$ cat src/verilog/can_cmd_pkg.sv
// constants, field layout and carrier types of the command and status block
// assumes one 125 MHz clock shared by the host port and the protocol engine
package can_cmd_pkg;

   // register offsets on the 8-bit host port
   localparam logic [7:0] CMD_ADDR = 8'h01;
   localparam logic [7:0] STATE_ADDR = 8'h02;
   localparam logic [7:0] WARN_ADDR = 8'h06;
   localparam logic [7:0] TXBUF_FIRST = 8'h0a;
   localparam logic [7:0] TXBUF_LAST = 8'h13;

   // command_reg bit positions
   localparam int CMD_SEND = 0;
   localparam int CMD_ABORT = 1;
   localparam int CMD_RELEASE = 2;
   localparam int CMD_OVR_CLR = 3;
   localparam int CMD_LOOP = 4;

   // reset values and queue size
   localparam logic [7:0] WARN_LIMIT_RESET = 8'h60;
   localparam logic DONE_RESET = 1'b1;
   localparam int RXQ_W = 4;
   localparam logic [RXQ_W-1:0] RXQ_DEPTH = 4'h8;

   typedef enum logic [1:0] {TX_FREE, TX_WAITING, TX_ACTIVE} tx_state_e;

   // host register port, one strobe per cycle
   typedef struct packed {
      logic wr;
      logic rd;
      logic [7:0] addr;
      logic [7:0] wdata;
   } bus_req_s;

   // request towards the bit stream engine
   typedef struct packed {
      logic request;
      logic singleShot;
      logic selfRx;
   } tx_ctrl_s;

   // accepted write into the transmit buffer
   typedef struct packed {
      logic we;
      logic [3:0] idx;
      logic [7:0] data;
   } txbuf_wr_s;

   typedef struct packed {
      tx_state_e txState;
      tx_ctrl_s txCtrl;
      logic doneFlag;
      logic overrunFlag;
      logic [RXQ_W-1:0] rxCount;
      logic rxPending;
      logic [7:0] warnLimit;
      logic warnFlag;
      logic sendingPrev;
      logic [7:0] readData;
      logic txIrq;
      logic overrunIrq;
      logic rxRelease;
      txbuf_wr_s txBufWr;
   } ctrl_state_s;

   localparam ctrl_state_s ST_RESET = '{
      txState: TX_FREE,
      txCtrl: '0,
      doneFlag: DONE_RESET,
      overrunFlag: 1'b0,
      rxCount: '0,
      rxPending: 1'b0,
      warnLimit: WARN_LIMIT_RESET,
      warnFlag: 1'b0,
      sendingPrev: 1'b0,
      readData: '0,
      txIrq: 1'b0,
      overrunIrq: 1'b0,
      rxRelease: 1'b0,
      txBufWr: '0
   };

endpackage : can_cmd_pkg

$ cat src/verilog/can_command_status_logic.sv
// command decode and status reporting of a stand-alone CAN controller
// assumes the protocol engine runs on the same clock and pulses its events
// Contract
// - command register always reads back zero
// - loopback request sends and self-receives message
// - overrun clear command clears overrun flag
// - no overrun interrupt while flag set
// - release frees queue slot, pending follows
// - cancel withdraws waiting request, not running
// - send request queued, zero write ignored
// - send plus cancel means single shot
// - loopback plus cancel is single-shot loopback
// - all three behave as send plus cancel
// - send plus loopback ignores loopback
// - request clears when sending starts
// - transmit interrupt also on abort
// - state register read-only, bit7 offline
// - bit6 set when counter reaches limit
// - bit5 sending, bit4 receiving
// - bit3 set after successful send
// - bit2 set when buffer is free
// - send or loopback write clears done
// - writes to locked buffer silently dropped
// - full queue drops good frame, sets overrun
`timescale 1ns/1ps
module can_command_status_logic
   import can_cmd_pkg::*;
(
   // clock and reset
   input wire logic clock,
   input wire logic srst,
   // host register port
   input wire bus_req_s busReq,
   output logic [7:0] rdata,
   // protocol engine status
   input wire logic busOffNow,
   input wire logic sendingNow,
   input wire logic receivingNow,
   input wire logic [7:0] txErrCount,
   input wire logic [7:0] rxErrCount,
   // protocol engine events
   input wire logic txOk,
   input wire logic txFail,
   input wire logic rxFrameOk,
   // towards the protocol engine and buffers
   output tx_ctrl_s txCtrl,
   output txbuf_wr_s txBufWr,
   output logic rxRelease,
   output logic rxPending,
   // event pulses for the interrupt logic
   output logic txIrq,
   output logic overrunIrq
);

   ctrl_state_s stReg;
   ctrl_state_s stNext;
   logic cmdWrite;
   logic sendCmd;
   logic abortCmd;
   logic releaseCmd;
   logic clearCmd;
   logic loopCmd;
   logic startCmd;
   logic releaseOk;
   logic rxFull;
   logic rxStore;
   logic rxDrop;
   logic sendingRise;
   logic bufWrite;
   logic [7:0] statusWord;

   assign cmdWrite = busReq.wr && busReq.addr == CMD_ADDR;
   assign sendCmd = cmdWrite && busReq.wdata[CMD_SEND];
   assign abortCmd = cmdWrite && busReq.wdata[CMD_ABORT];
   assign releaseCmd = cmdWrite && busReq.wdata[CMD_RELEASE];
   assign clearCmd = cmdWrite && busReq.wdata[CMD_OVR_CLR];
   assign loopCmd = cmdWrite && busReq.wdata[CMD_LOOP];
   assign startCmd = sendCmd || loopCmd;
   assign releaseOk = releaseCmd && stReg.rxCount != '0;
   assign rxFull = stReg.rxCount == RXQ_DEPTH;
   assign rxStore = rxFrameOk && !rxFull;
   assign rxDrop = rxFrameOk && rxFull;
   assign sendingRise = sendingNow && !stReg.sendingPrev;
   assign bufWrite = busReq.wr && busReq.addr >= TXBUF_FIRST
      && busReq.addr <= TXBUF_LAST;

   // status word, live inputs sampled at the read
   // activity bits straight from the engine
   // buffer free whenever nothing is queued or sent
   assign statusWord = {busOffNow, stReg.warnFlag, sendingNow, receivingNow,
      stReg.doneFlag, stReg.txState == TX_FREE, stReg.overrunFlag, stReg.rxPending};

   always_comb
   begin
      stNext = stReg;
      stNext.txIrq = 1'b0;
      stNext.overrunIrq = 1'b0;
      stNext.sendingPrev = sendingNow;
      stNext.rxRelease = releaseCmd;

      // any send or loopback write clears done except in the cycle of txOk
      if (startCmd)
      begin
         stNext.doneFlag = 1'b0;
      end

      unique case (stReg.txState)
         TX_FREE:
         begin
            // a one queues the message, zeros are ignored
            if (startCmd)
            begin
               stNext.txState = TX_WAITING;
               // cancel beside a start means single shot
               stNext.txCtrl.singleShot = abortCmd;
               // so all three give single-shot send
               // loopback alone asks for self reception
               stNext.txCtrl.selfRx = loopCmd && !sendCmd;
            end
         end
         TX_WAITING:
         begin
            // an abort on the start edge loses: the frame is already on the wire
            // request drops as sending starts
            if (sendingRise)
            begin
               stNext.txState = TX_ACTIVE;
            end
            // cancel only before the frame starts
            else if (abortCmd)
            begin
               stNext.txState = TX_FREE;
               // abort frees the buffer and interrupts
               stNext.txIrq = 1'b1;
            end
         end
         TX_ACTIVE:
         begin
            // success marks done and frees the buffer
            if (txOk)
            begin
               stNext.txState = TX_FREE;
               stNext.doneFlag = 1'b1;
               stNext.txIrq = 1'b1;
            end
            else if (txFail)
            begin
               if (stReg.txCtrl.singleShot)
               begin
                  stNext.txState = TX_FREE;
                  stNext.txIrq = 1'b1;
               end
               else
               begin
                  stNext.txState = TX_WAITING;
               end
            end
         end
      endcase
      stNext.txCtrl.request = stNext.txState == TX_WAITING;
      // attributes stay from the last start; the engine reads them only with request

      // locked buffer drops the byte with no trace
      stNext.txBufWr.we = bufWrite && stReg.txState == TX_FREE;
      stNext.txBufWr.idx = 4'(busReq.addr - TXBUF_FIRST);
      stNext.txBufWr.data = busReq.wdata;

      // release and store in one cycle cancel out
      if (rxStore && !releaseOk)
      begin
         stNext.rxCount = stReg.rxCount + 4'h1;
      end
      else if (releaseOk && !rxStore)
      begin
         stNext.rxCount = stReg.rxCount - 4'h1;
      end
      stNext.rxPending = stNext.rxCount != '0;

      // clear acts, but a new overrun wins over it
      if (clearCmd)
      begin
         stNext.overrunFlag = 1'b0;
      end
      if (rxDrop)
      begin
         stNext.overrunFlag = 1'b1;
         // no repeat interrupt while still set
         stNext.overrunIrq = !stReg.overrunFlag;
      end

      stNext.warnFlag = txErrCount >= stReg.warnLimit || rxErrCount >= stReg.warnLimit;
      if (busReq.wr && busReq.addr == WARN_ADDR)
      begin
         stNext.warnLimit = busReq.wdata;
      end

      // command register and holes read as zero
      stNext.readData = 8'h00;
      if (busReq.rd)
      begin
         if (busReq.addr == STATE_ADDR)
         begin
            stNext.readData = statusWord;
         end
         else if (busReq.addr == WARN_ADDR)
         begin
            stNext.readData = stReg.warnLimit;
         end
      end
   end

   always_ff @(posedge clock)
   begin
      if (srst)
      begin
         stReg <= ST_RESET;
      end
      else
      begin
         stReg <= stNext;
      end
   end

   assign rdata = stReg.readData;
   assign txCtrl = stReg.txCtrl;
   assign txBufWr = stReg.txBufWr;
   assign rxRelease = stReg.rxRelease;
   assign rxPending = stReg.rxPending;
   assign txIrq = stReg.txIrq;
   assign overrunIrq = stReg.overrunIrq;
endmodule : can_command_status_logic
$ cat config.mk
export PLATFORM = sky130hd
export DESIGN_NAME = can_command_status_logic
export DESIGN_NICKNAME = d
export VERILOG_FILES = /design/src/verilog/can_cmd_pkg.sv /design/src/verilog/can_command_status_logic.sv
export SDC_FILE = /design/constraint.sdc
export NUM_CORES = 1
export LEC_CHECK = 0
export ABC_AREA = 0
export BUFFER_PORTS_ARGS = -buffer_cell sky130_fd_sc_hd__buf_2
export CAP_MARGIN = 20
export CORE_MARGIN = 2
export CORE_UTILIZATION = 56
export CTS_CLUSTER_SIZE = 24
export DETAILED_ROUTE_END_ITERATION = 8
export GPL_ROUTABILITY_DRIVEN = 0
export PLACE_DENSITY_LB_ADDON = 0.2
export SLEW_MARGIN = 30
export SYNTH_ARGS = -nofsm -noshare
export SYNTH_HDL_FRONTEND = slang
export SYNTH_SLANG_ARGS = --single-unit
$ cat constraint.sdc
create_clock -name clock -period 5.3 [get_ports clock]
set_clock_uncertainty 0.2 [all_clocks]
set_input_delay 0.265 -clock clock [delete_from_list [all_inputs] [get_ports clock]]
set_output_delay 0.265 -clock clock [all_outputs]
set_load 0.02 [all_outputs]
==> results of run 1 <==
## cell usage in the layout (no fill, tap or decap), types with 2 or more instances in the layout
| cell type | count |
|---|---|
| a21o_1 | 4 |
| a21oi_1 | 14 |
| a22oi_1 | 8 |
| a311oi_1 | 2 |
| a31oi_1 | 3 |
| and3_1 | 2 |
| buf_2 | 69 |
| clkbuf_8 | 5 |
| dfxtp_1 | 46 |
| dlygate4sd3_1 | 4 |
| ha_1 | 22 |
| inv_1 | 16 |
| mux2i_1 | 3 |
| nand2_1 | 21 |
| nand2b_1 | 8 |
| nand3_1 | 9 |
| nand3b_1 | 3 |
| nand4_1 | 4 |
| nor2_1 | 19 |
| nor2b_1 | 13 |
| nor3_1 | 4 |
| nor3b_1 | 2 |
| nor4_4 | 2 |
| o21ai_0 | 8 |
| or2_2 | 3 |
| or4_1 | 2 |
## sequential cells by signal, indices dropped and copies added (netlist names)
name and count:
rxRelease 1, stReg 18, overrunIrq 1, txBufWr 13, txIrq 1, rdata 8, txCtrl 3, rxPending 1
## power by group
part	internal, mW	switching, mW
Combinational	0.0477	0.0599
Clock	0.0927	0.121
Sequential	0.358	0.00909
## path summary, 6_finish.rpt
check / end / slack (ps) / depth (start not counted)
setup / recovery: rxPending / 2740 / 8
hold / removal: txCtrl[0] / 10 / 2
setup reg to reg: rxPending / 2740 / 8
hold reg to reg: overrunIrq / 280 / 1
## cells in the mapped netlist (2+ instances only)
cell type	n	area share, %
clkbuf_1	4	0.60
dfxtp_1	46	37
nor3b_1	2	0.60
nor2_1	19	2.9
nand2b_1	8	2.0
nand3b_1	3	0.90
nor3_1	4	0.80
buf_4	24	7.2
nand3_1	9	1.8
nor4_4	2	1.7
ha_1	22	11
and3_1	2	0.50
mux2i_1	3	1.2
a21o_1	4	1.2
a21oi_1	14	2.8
buf_1	2	0.30
or4_1	2	0.60
a311oi_1	2	0.70
or2_2	3	0.75
nand2_1	21	3.2
nor2b_1	13	3.3
inv_1	16	2.4
nand4_1	4	1.0
o21ai_0	8	1.6
a22oi_1	8	2.4
a31oi_1	3	0.75
## area by class of cell
cell class,count,share of cell area (%)
clock buffers,5,2.447
clock inverters,3,0.7562
inverters,16,2.135
multi-input cells,181,45.91
flip-flops and latches,46,32.74
well taps,52,2.313
repair buffers,73,13.70
## routing by layer
layer	share of wire (%)	vias up	GRT usage, %	wire length [µm]
li1	-	1035	-	-
met1	46	910	24.96	2240
met2	47	59	33.64	2248
met3	5.9	4	4.986	282
met4	0.98	0	5.660	47
met5	0	-	0	0
## critical path: stages, from the launching register on
cell and delay (ps):
dfxtp_1 470, inv_1 90, ha_1 250, nor3b_1 180, nor4b_4 640, nand2b_1 220
a211oi_2 70, a31oi_1 190, a31oi_1 110
## logic make-up after synthesis
kind of cell               count (synthesis)
buffers and inverters                     48
xor gates and xnor gates                   3
adders and majority gates                 23
AOI/OAI and AO/OA                         53
and+or+nand+nor                           99
DFF                                       46
muxes                                      3
## metrics by stage
stage,std cells,instance area (µm²)
final,376,2813
after global routing,376,2813
after CTS,376,2813
after detailed placement,364,2683
after global placement,364,2683
after floorplan,275,2491
==> impl_metrics.yaml, run 1 <==
grt:
  grt_pass1_wl_mm: 8.073
  grt_use_total_pct: 19.80
  gr-total-overflow: 0
  grt_max_degree: 40
  antenna_found_initial: 0
  grt_pass1_vias: 1849
power:
  ir_drop_v: 0.0001299
  power_leakage_nw: 1.252
  finalPower_mw: 0.6879
  powerDensity_nw_per_um2: 244.6
finish:
  area_growth_pct: 12.91
  fin_nets: 387
  diodes: 0
  post-route-util_pct: 65.05
  drive_above_1_share_pct: 27.78
  seqCellArea_um2: 920.9
  fill_cells: 384
  multi_input_area_um2: 1291
clock_network:
  cts.sinks: 46
  cts_root_buf: "clkbuf_8"
  htreeDepth: 2
  cts_buffers: 5
  cts-resized-gates: 0
  clockBufferDepth: 2
  clk_latency_ps: 300
  cts_setup_buffers: 0
  cts_tree: "built"
  cts_hold_buf: 4
  clk_pin_slew_worst_paths_ps: 90
timing:
  finalSetupTns_ps: 0
  worst_slew_pin_slew_ps: 798.1
  hold_violations: 0
  finalCritPeriodShare_pct: 48.27
  slew_violations: 0
  max_freq_mhz: 390.9
  rsz0062_at_grt: "no"
  slew_headroom_pct: 46.39
  period_minus_slack_ps: 2558
  layout_setup_ws_ps: 2742
  setup-violations-final: 0
  hold_ws_ps: 10.39
placement:
  portBuffers: 69
  hpwlAfterDp_mm: 3.657
  dp_slack_ps: 2648
setup_path:
  critPathKind: "register to register"
  end_kind: "register"
  cp.arrival_ps: 2520
  cp-start-kind: "register"
  r2r_start: "stReg[35]"
  critical_path_required_ps: 5260
  crit_start: "stReg[35]"
  cp_max_fo: 12
yosys:
  synth_warnings: 0
  yosys.area_share.simple_pct: 23.05
  synthesis.nets: 339
  yosysSeqAreaShare_pct: 36.97
  ys_ff_latch: 46
  synth_compound_area_share_pct: 14.77
  syn_inst: 275
  ys_types: 53
  synth-main-ff-cell: "dfxtp_1"
  synth_mux_area_share_pct: 1.205
  synth_edf_count: 0
  async_flop_share_pct: 0
  syn_area_per_cell_um2: 9.059
  synth_top_family_by_area: "simple AND/OR/NAND/NOR gates"
  synthesis.area_um2: 2491
  synth_fa_ha_area_share_pct: 11.45
  synth_xor_area_share_pct: 1.356
die:
  pin_count: 70
  row_count: 24
  dieHeight_um: 70.70
  design.core.area_um2: 4324
  dieArea_um2: 4998
  die_x_um: 70.70
  initial_core_util_pct: 57.61
run:
  drv_cap: 0
route:
  vias: 2008
  antenna_left: 0
  dr.pass1.iters: 4
  drt_iter0_markers: 64
  vias_per_cell: 5.340
  finalWirelength_mm: 4.820
  wl_per_cell_um: 12.82
  drc: 0
hold_path:
  min-delay-start: "busReq[0]"
  hold_path_class: "input pin to register"
run_status:
  status: "completed"
Power figures use the tool's default switching activity.
==> run 2: changes to the inputs <==
--- a/config.mk
+++ b/config.mk
@@ -5,11 +5,11 @@
 export SDC_FILE = /design/constraint.sdc
 export NUM_CORES = 1
 export LEC_CHECK = 0
-export ABC_AREA = 0
+export ABC_AREA = 1
 export BUFFER_PORTS_ARGS = -buffer_cell sky130_fd_sc_hd__buf_2
 export CAP_MARGIN = 20
 export CORE_MARGIN = 2
-export CORE_UTILIZATION = 56
+export CORE_UTILIZATION = 47
 export CTS_CLUSTER_SIZE = 24
 export DETAILED_ROUTE_END_ITERATION = 8
 export GPL_ROUTABILITY_DRIVEN = 0
==> constraint.sdc (replaced) <==
create_clock -name clock -period 2.24 [get_ports clock]
set_clock_uncertainty 0.2 [all_clocks]
set_input_delay 0.112 -clock clock [delete_from_list [all_inputs] [get_ports clock]]
set_output_delay 0.112 -clock clock [all_outputs]
set_load 0.02 [all_outputs]
==> run 2 against run 1 <==
Utilization down 6.1 points. Count of clock-buffer cells in the layout increased by 2. Critical path depth is 3 lower. Clock power grew to 2.6 times the previous value. Area after synthesis down 3.6%. Synthesized cell count is 16% higher. Critical path type unchanged. Largest cell class unchanged. Largest power group unchanged.
==> impl_metrics.yaml, run 2 <==
run_status:
  status: "completed"
yosys:
  synth_fa_ha_area_share_pct: 11.46
  async_flop_share_pct: 0
  yosys.area.top_type_share_pct: 38.33
  yosys-top-cells-area: "dfxtp_1 (38%), ha_1 (11%), nand2_1 (9.4%), buf_4 (7.5%), inv_1 (6.6%)"
  synth_compound_area_share_pct: 11.20
  synth.most_common_cell: "nand2_1"
  syn_inst: 319
  yosys.area_share.simple_pct: 22.97
  synth-main-ff-cell: "dfxtp_1"
  yosysSeqAreaShare_pct: 38.33
  synthesis.area_um2: 2402
  synth_edf_count: 0
  synth_xor_area_share_pct: 0.3646
  synthesis.nets: 383
  ys_types: 28
  synth_top_family_by_area: "simple AND/OR/NAND/NOR gates"
  ys_ff_latch: 46
  synth_warnings: 0
  synth_mux_area_share_pct: 0
  syn_area_per_cell_um2: 7.531
  synth_common_cells: "nand2_1 (60), dfxtp_1 (46), inv_1 (42), a21oi_1 (29), nor2_1 (26)"
  yosysTopAreaCell: "dfxtp_1"
setup_path:
  cp_slowest_stage_delay_ps: 620
  slowest_stage: "dlygate4sd3_1"
  r2r_end: "txBufWr[12]"
  path_cells: "inv_1 -> ha_1 -> nand4_1 -> a2111oi_0 -> dlygate4sd3_1"
  critical_path_required_ps: 2280
  reg2reg_setup_slack_ps: 210
  cp_max_fo: 4
  end_kind: "register"
  critPathKind: "register to register"
  rr_worst_depth: 5
  cp-start-kind: "register"
  r2r_start: "stReg[44]"
  cp.arrival_ps: 2080
placement:
  dp_slack_ps: 286.2
  placed_area_um2: 2646
  portBuffers: 69
  hpwlAfterDp_mm: 3.955
clock_network:
  cts_root_buf: "clkbuf_8"
  cts-resized-gates: 0
  cts_buffers: 5
  cts.sinks: 46
  cts_setup_buffers: 0
  cts_tree: "built"
  clk_pin_slew_worst_paths_ps: 90
  clockBufferDepth: 2
  clk_latency_ps: 300
  htreeDepth: 2
grt:
  antenna_found_initial: 0
  gr-total-overflow: 0
  grt_max_degree: 24
  grt_pass1_vias: 2006
  grt_use_total_pct: 19.48
  grt_pass1_wl_mm: 8.480
die:
  dieHeight_um: 75.50
  design.core.area_um2: 5010
  pin_count: 70
  initial_core_util_pct: 47.95
  row_count: 26
  die_x_um: 75.50
  dieArea_um2: 5700
finish:
  fin_nets: 452
  diodes: 0
  largest_reg_flops: 18
  post-route-util_pct: 58.92
  design_area_um2: 2952
  final_cell_mix: "buf_2 (69), nand2_1 (60), dfxtp_1 (46)"
  fill_cells: 487
  area_growth_pct: 22.86
  layout_commonest_cell: "buf_2"
  largest-register: "stReg"
  drive_above_1_share_pct: 23.39
power:
  finalPower_mw: 1.787
  p_seq_share_pct: 49.1
  combinationalPowerShare_pct: 19.6
  clkPwrFrac_pct: 31.3
  ir_drop_v: 0.0004614
  p_sw_mw: 0.5036
  switching_share_pct: 28.18
  intPower_mw: 1.284
  powerDensity_nw_per_um2: 605.5
  power_leakage_nw: 1.500
hold_path:
  hold_path_class: "input pin to register"
  holdPathEnd: "stReg[44]"
  hold_depth: 5
  min-delay-start: "txFail"
route:
  vias_per_cell: 4.806
  finalWirelength_mm: 5.308
  antenna_left: 0
  vias: 2206
  dr.pass1.iters: 4
  wl_per_cell_um: 11.56
  drt_iter0_markers: 91
  drc: 0
timing:
  period_minus_slack_ps: 2034
  slew_violations: 0
  finalCritPeriodShare_pct: 90.82
  setup-violations-final: 0
  layout_setup_ws_ps: 205.7
  max_freq_mhz: 491.6
  slew_headroom_pct: 63.54
  rsz0062_at_grt: "no"
  worst_slew_pin_slew_ps: 544.0
  hold_violations: 0
  finalSetupTns_ps: 0
run:
  drv_cap: 0
-- run 2: worst max path at each step --
| stage | from | depth (start not counted) | endpoint | slack (ps) |
|---|---|---|---|---|
| 3_5_place_dp | stReg[35] | 12 | rxPending | 290 |
| 6_report | stReg[44] | 5 | txBufWr[12] | 210 |
| 3_3_place_gp | stReg[35] | 12 | rxPending | 370 |
| 5_1_grt | stReg[35] | 12 | rxPending | 40 |
| 2_1_floorplan | stReg[35] | 12 | rxPending | 480 |
| 4_1_cts | stReg[44] | 5 | txBufWr[12] | 230 |
-- run 2: cell families after synthesis --
family                     count (synthesis)
AOI/OAI and AO/OA                         49
xor gates and xnor gates                   1
adders and majority gates                 22
buffers and inverters                     76
DFF                                       46
and+or+nand+nor                          125
-- run 2: layer usage --
metal | global-route usage, % | vias to the layer above | wire length (µm)
met5 | 0 | - | 0
met4 | 5.068 | 0 | 73
li1 | - | 1145 | -
met1 | 23.94 | 1005 | 2400
met3 | 5.159 | 6 | 202
met2 | 33.82 | 50 | 2631
-- run 2: power groups by stage --
stage / Combinational (mW) / Clock, mW / Sequential, mW
4_1_cts: 0.351 / 0.577 / 0.876
6_report: 0.351 / 0.560 / 0.877
3_3_place_gp: 0.320 / 0 / 0.893
2_1_floorplan: 0.234 / 0 / 0.894
5_1_grt: 0.399 / 0.617 / 0.881
3_5_place_dp: 0.324 / 0 / 0.895
-- run 2: timing repair --
action,4_1_cts,5_1_grt
hold buffers,20,0
endpoints found under the hold margin,31,0
setup endpoints to repair,0,0
-- run 2: metrics by stage --
| step | hold slack, ps | instances |
|---|---|---|
| 2_1_floorplan | -15.62 | 319 |
| 3_3_place_gp | 119.8 | 431 |
| 3_5_place_dp | 128.9 | 431 |
| 4_1_cts | 39.25 | 459 |
| 5_1_grt | 74.37 | 459 |
| 6_report | 45.31 | 459 |
-- run 2: final cells by class --
class,count,area [µm²],share of cell area [%]
multi-input combinational,197,1105,37.43
inverter,48,180.2,6.104
tap,70,87.58,2.967
sequential,46,920.9,31.20
clock inverter,1,8.758,0.2967
timing repair buffer,90,553.0,18.74
clock buffer,7,96.34,3.264
-- run 2: critical path: cells and delay by family, from the launching register on --
| kind | cells | cell delay, ps |
|---|---|---|
| flip-flops | 1 | 350 |
| adder cells (fa/ha/maj) | 1 | 260 |
| AO/OA/AOI/OAI | 1 | 340 |
| buffers and inverters | 2 | 730 |
| AND/OR/NAND/NOR | 1 | 110 |
==> run 3: changes to the inputs <==
--- a/config.mk
+++ b/config.mk
@@ -9,7 +9,8 @@
 export BUFFER_PORTS_ARGS = -buffer_cell sky130_fd_sc_hd__buf_2
 export CAP_MARGIN = 20
 export CORE_MARGIN = 2
-export CORE_UTILIZATION = 47
+export CORE_UTILIZATION = 48
+export CTS_BUF_LIST = sky130_fd_sc_hd__clkbuf_4 sky130_fd_sc_hd__clkbuf_8
 export CTS_CLUSTER_SIZE = 24
 export DETAILED_ROUTE_END_ITERATION = 8
 export GPL_ROUTABILITY_DRIVEN = 0
==> run 3 against run 2 <==
Sequential power is essentially flat. Count of clock-buffer cells in the layout fell by 1. Register-to-register slack improved by 40 ps. Critical path depth increased by 7. Die area shrank 2.0%.
==> impl_metrics.yaml, run 3 (synthesis gave the netlist of run 2 again) <==
run_status:
  status: "completed"
clock_network:
  cts_buffers: 5
  clk_pin_slew_worst_paths_ps: 80
  cts_tree: "built"
  cts_setup_buffers: 0
  clk_latency_ps: 290
  cts.sinks: 46
  clockBufferDepth: 2
  cts_root_buf: "clkbuf_8"
  htreeDepth: 2
die:
  pin_count: 70
  row_count: 25
  die_x_um: 74.75
  dieHeight_um: 74.75
  initial_core_util_pct: 50.20
  design.core.area_um2: 4786
  dieArea_um2: 5587
setup_path:
  crit_family: "simple AND/OR/NAND/NOR gates"
  r2r_start: "stReg[35]"
  end_kind: "register"
  critPathKind: "register to register"
  cp_common_cell: "nand2_1"
  path_cells: "inv_1 -> ha_1 -> a21oi_1 -> nand3_2 -> nand2_1 -> nand2_1 -> nand2_1 -> nand2_1 -> inv_2 -> nand2_1 -> nand2_1 -> nand3_1"
  cp_slowest_stage_delay_ps: 390
  slowest_stage: "dfxtp_1"
  cp-start-kind: "register"
  cp.arrival_ps: 1970
  crit_start: "stReg[35]"
  path_buf_inv: 2
  critical_path_required_ps: 2220
  cp_max_fo: 4
power:
  finalPower_mw: 1.838
  power_leakage_nw: 1.496
  p_seq_share_pct: 47.7
  intPower_mw: 1.345
  switching_share_pct: 26.83
  ir_drop_v: 0.0004503
  clkPwrFrac_pct: 33.2
  combinationalPowerShare_pct: 19.1
  p_sw_mw: 0.4931
  powerDensity_nw_per_um2: 623.8
route:
  finalWirelength_mm: 5.345
  wl_per_cell_um: 11.75
  dr.pass1.iters: 4
  antenna_left: 0
  vias_per_cell: 4.782
  vias: 2176
  drt_iter0_markers: 114
  drc: 0
finish:
  fin_cells: 455
  diodes: 0
  design_area_um2: 2947
  layout_commonest_cell: "buf_2"
  largest_reg_flops: 18
  fin_nets: 451
  drive_above_1_share_pct: 23.45
  post-route-util_pct: 61.57
  final_cell_mix: "buf_2 (69), nand2_1 (60), dfxtp_1 (46)"
  largest-register: "stReg"
  area_growth_pct: 22.66
timing:
  setup-violations-final: 0
  finalSetupTns_ps: 0
  hold_ws_ps: 13.28
  hold_violations: 0
  max_freq_mhz: 501.6
  slew_violations: 0
  period_minus_slack_ps: 1994
  worst_slew_pin_slew_ps: 543.8
  finalCritPeriodShare_pct: 89.01
  rsz0062_at_grt: "no"
  layout_setup_ws_ps: 246.2
  slew_headroom_pct: 63.55
placement:
  portBuffers: 69
  hpwlAfterDp_mm: 3.989
  dp_cells: 428
  dp_slack_ps: 250.5
  placed_area_um2: 2643
grt:
  grt_use_total_pct: 20.35
  grt_max_degree: 24
  grt_pass1_wl_mm: 8.597
  grt_pass1_vias: 1985
  gr-total-overflow: 0
  antenna_found_initial: 0
hold_path:
  hold_path_class: "input pin to register"
  min-delay-start: "busReq[10]"
run:
  drv_cap: 0
==> run 3: final timing paths <==
kind              cells past startpoint  slack (ps)     endpoint
setup / recovery                     12         250    rxPending
hold / removal                        4          10  txBufWr[10]
setup reg to reg                     12         250    rxPending
hold reg to reg                       1         270   overrunIrq
==> run 3: routing by layer <==
metal,vias to the layer above,track usage (%),routed length [µm]
met5,-,0,0
met4,0,6.349,59
met3,6,4.418,240
met2,59,34.02,2580
met1,963,26.37,2464
li1,1148,-,-
==> run 3: cell type report <==
type | count | area [µm²]
flip-flops and latches | 46 | 920.9
fillers | 451 | 1839
multi-input cells | 197 | 1105
clock inverters | 2 | 37.54
well taps | 67 | 83.83
repair buffers | 89 | 543.0
clock buffers | 6 | 76.32
inverters | 48 | 180.2
==> run 3: timing repair <==
item	CTS	global route
resized for setup	0	0
hold buffers	19	0
hold endpoints to repair	29	0
==> run 3: tightest hold or removal path, stage by stage <==
cell,delay (ps)
buf_2,100
inv_1,80
ha_1,130
nor2_1,40
==> run 3: power groups by stage <==
stage	Sequential, mW	Clock [mW]	Combinational (mW)
2_1_floorplan	0.894	0	0.234
3_3_place_gp	0.894	0	0.319
3_5_place_dp	0.895	0	0.326
4_1_cts	0.876	0.626	0.351
5_1_grt	0.882	0.667	0.398
6_report	0.876	0.610	0.352
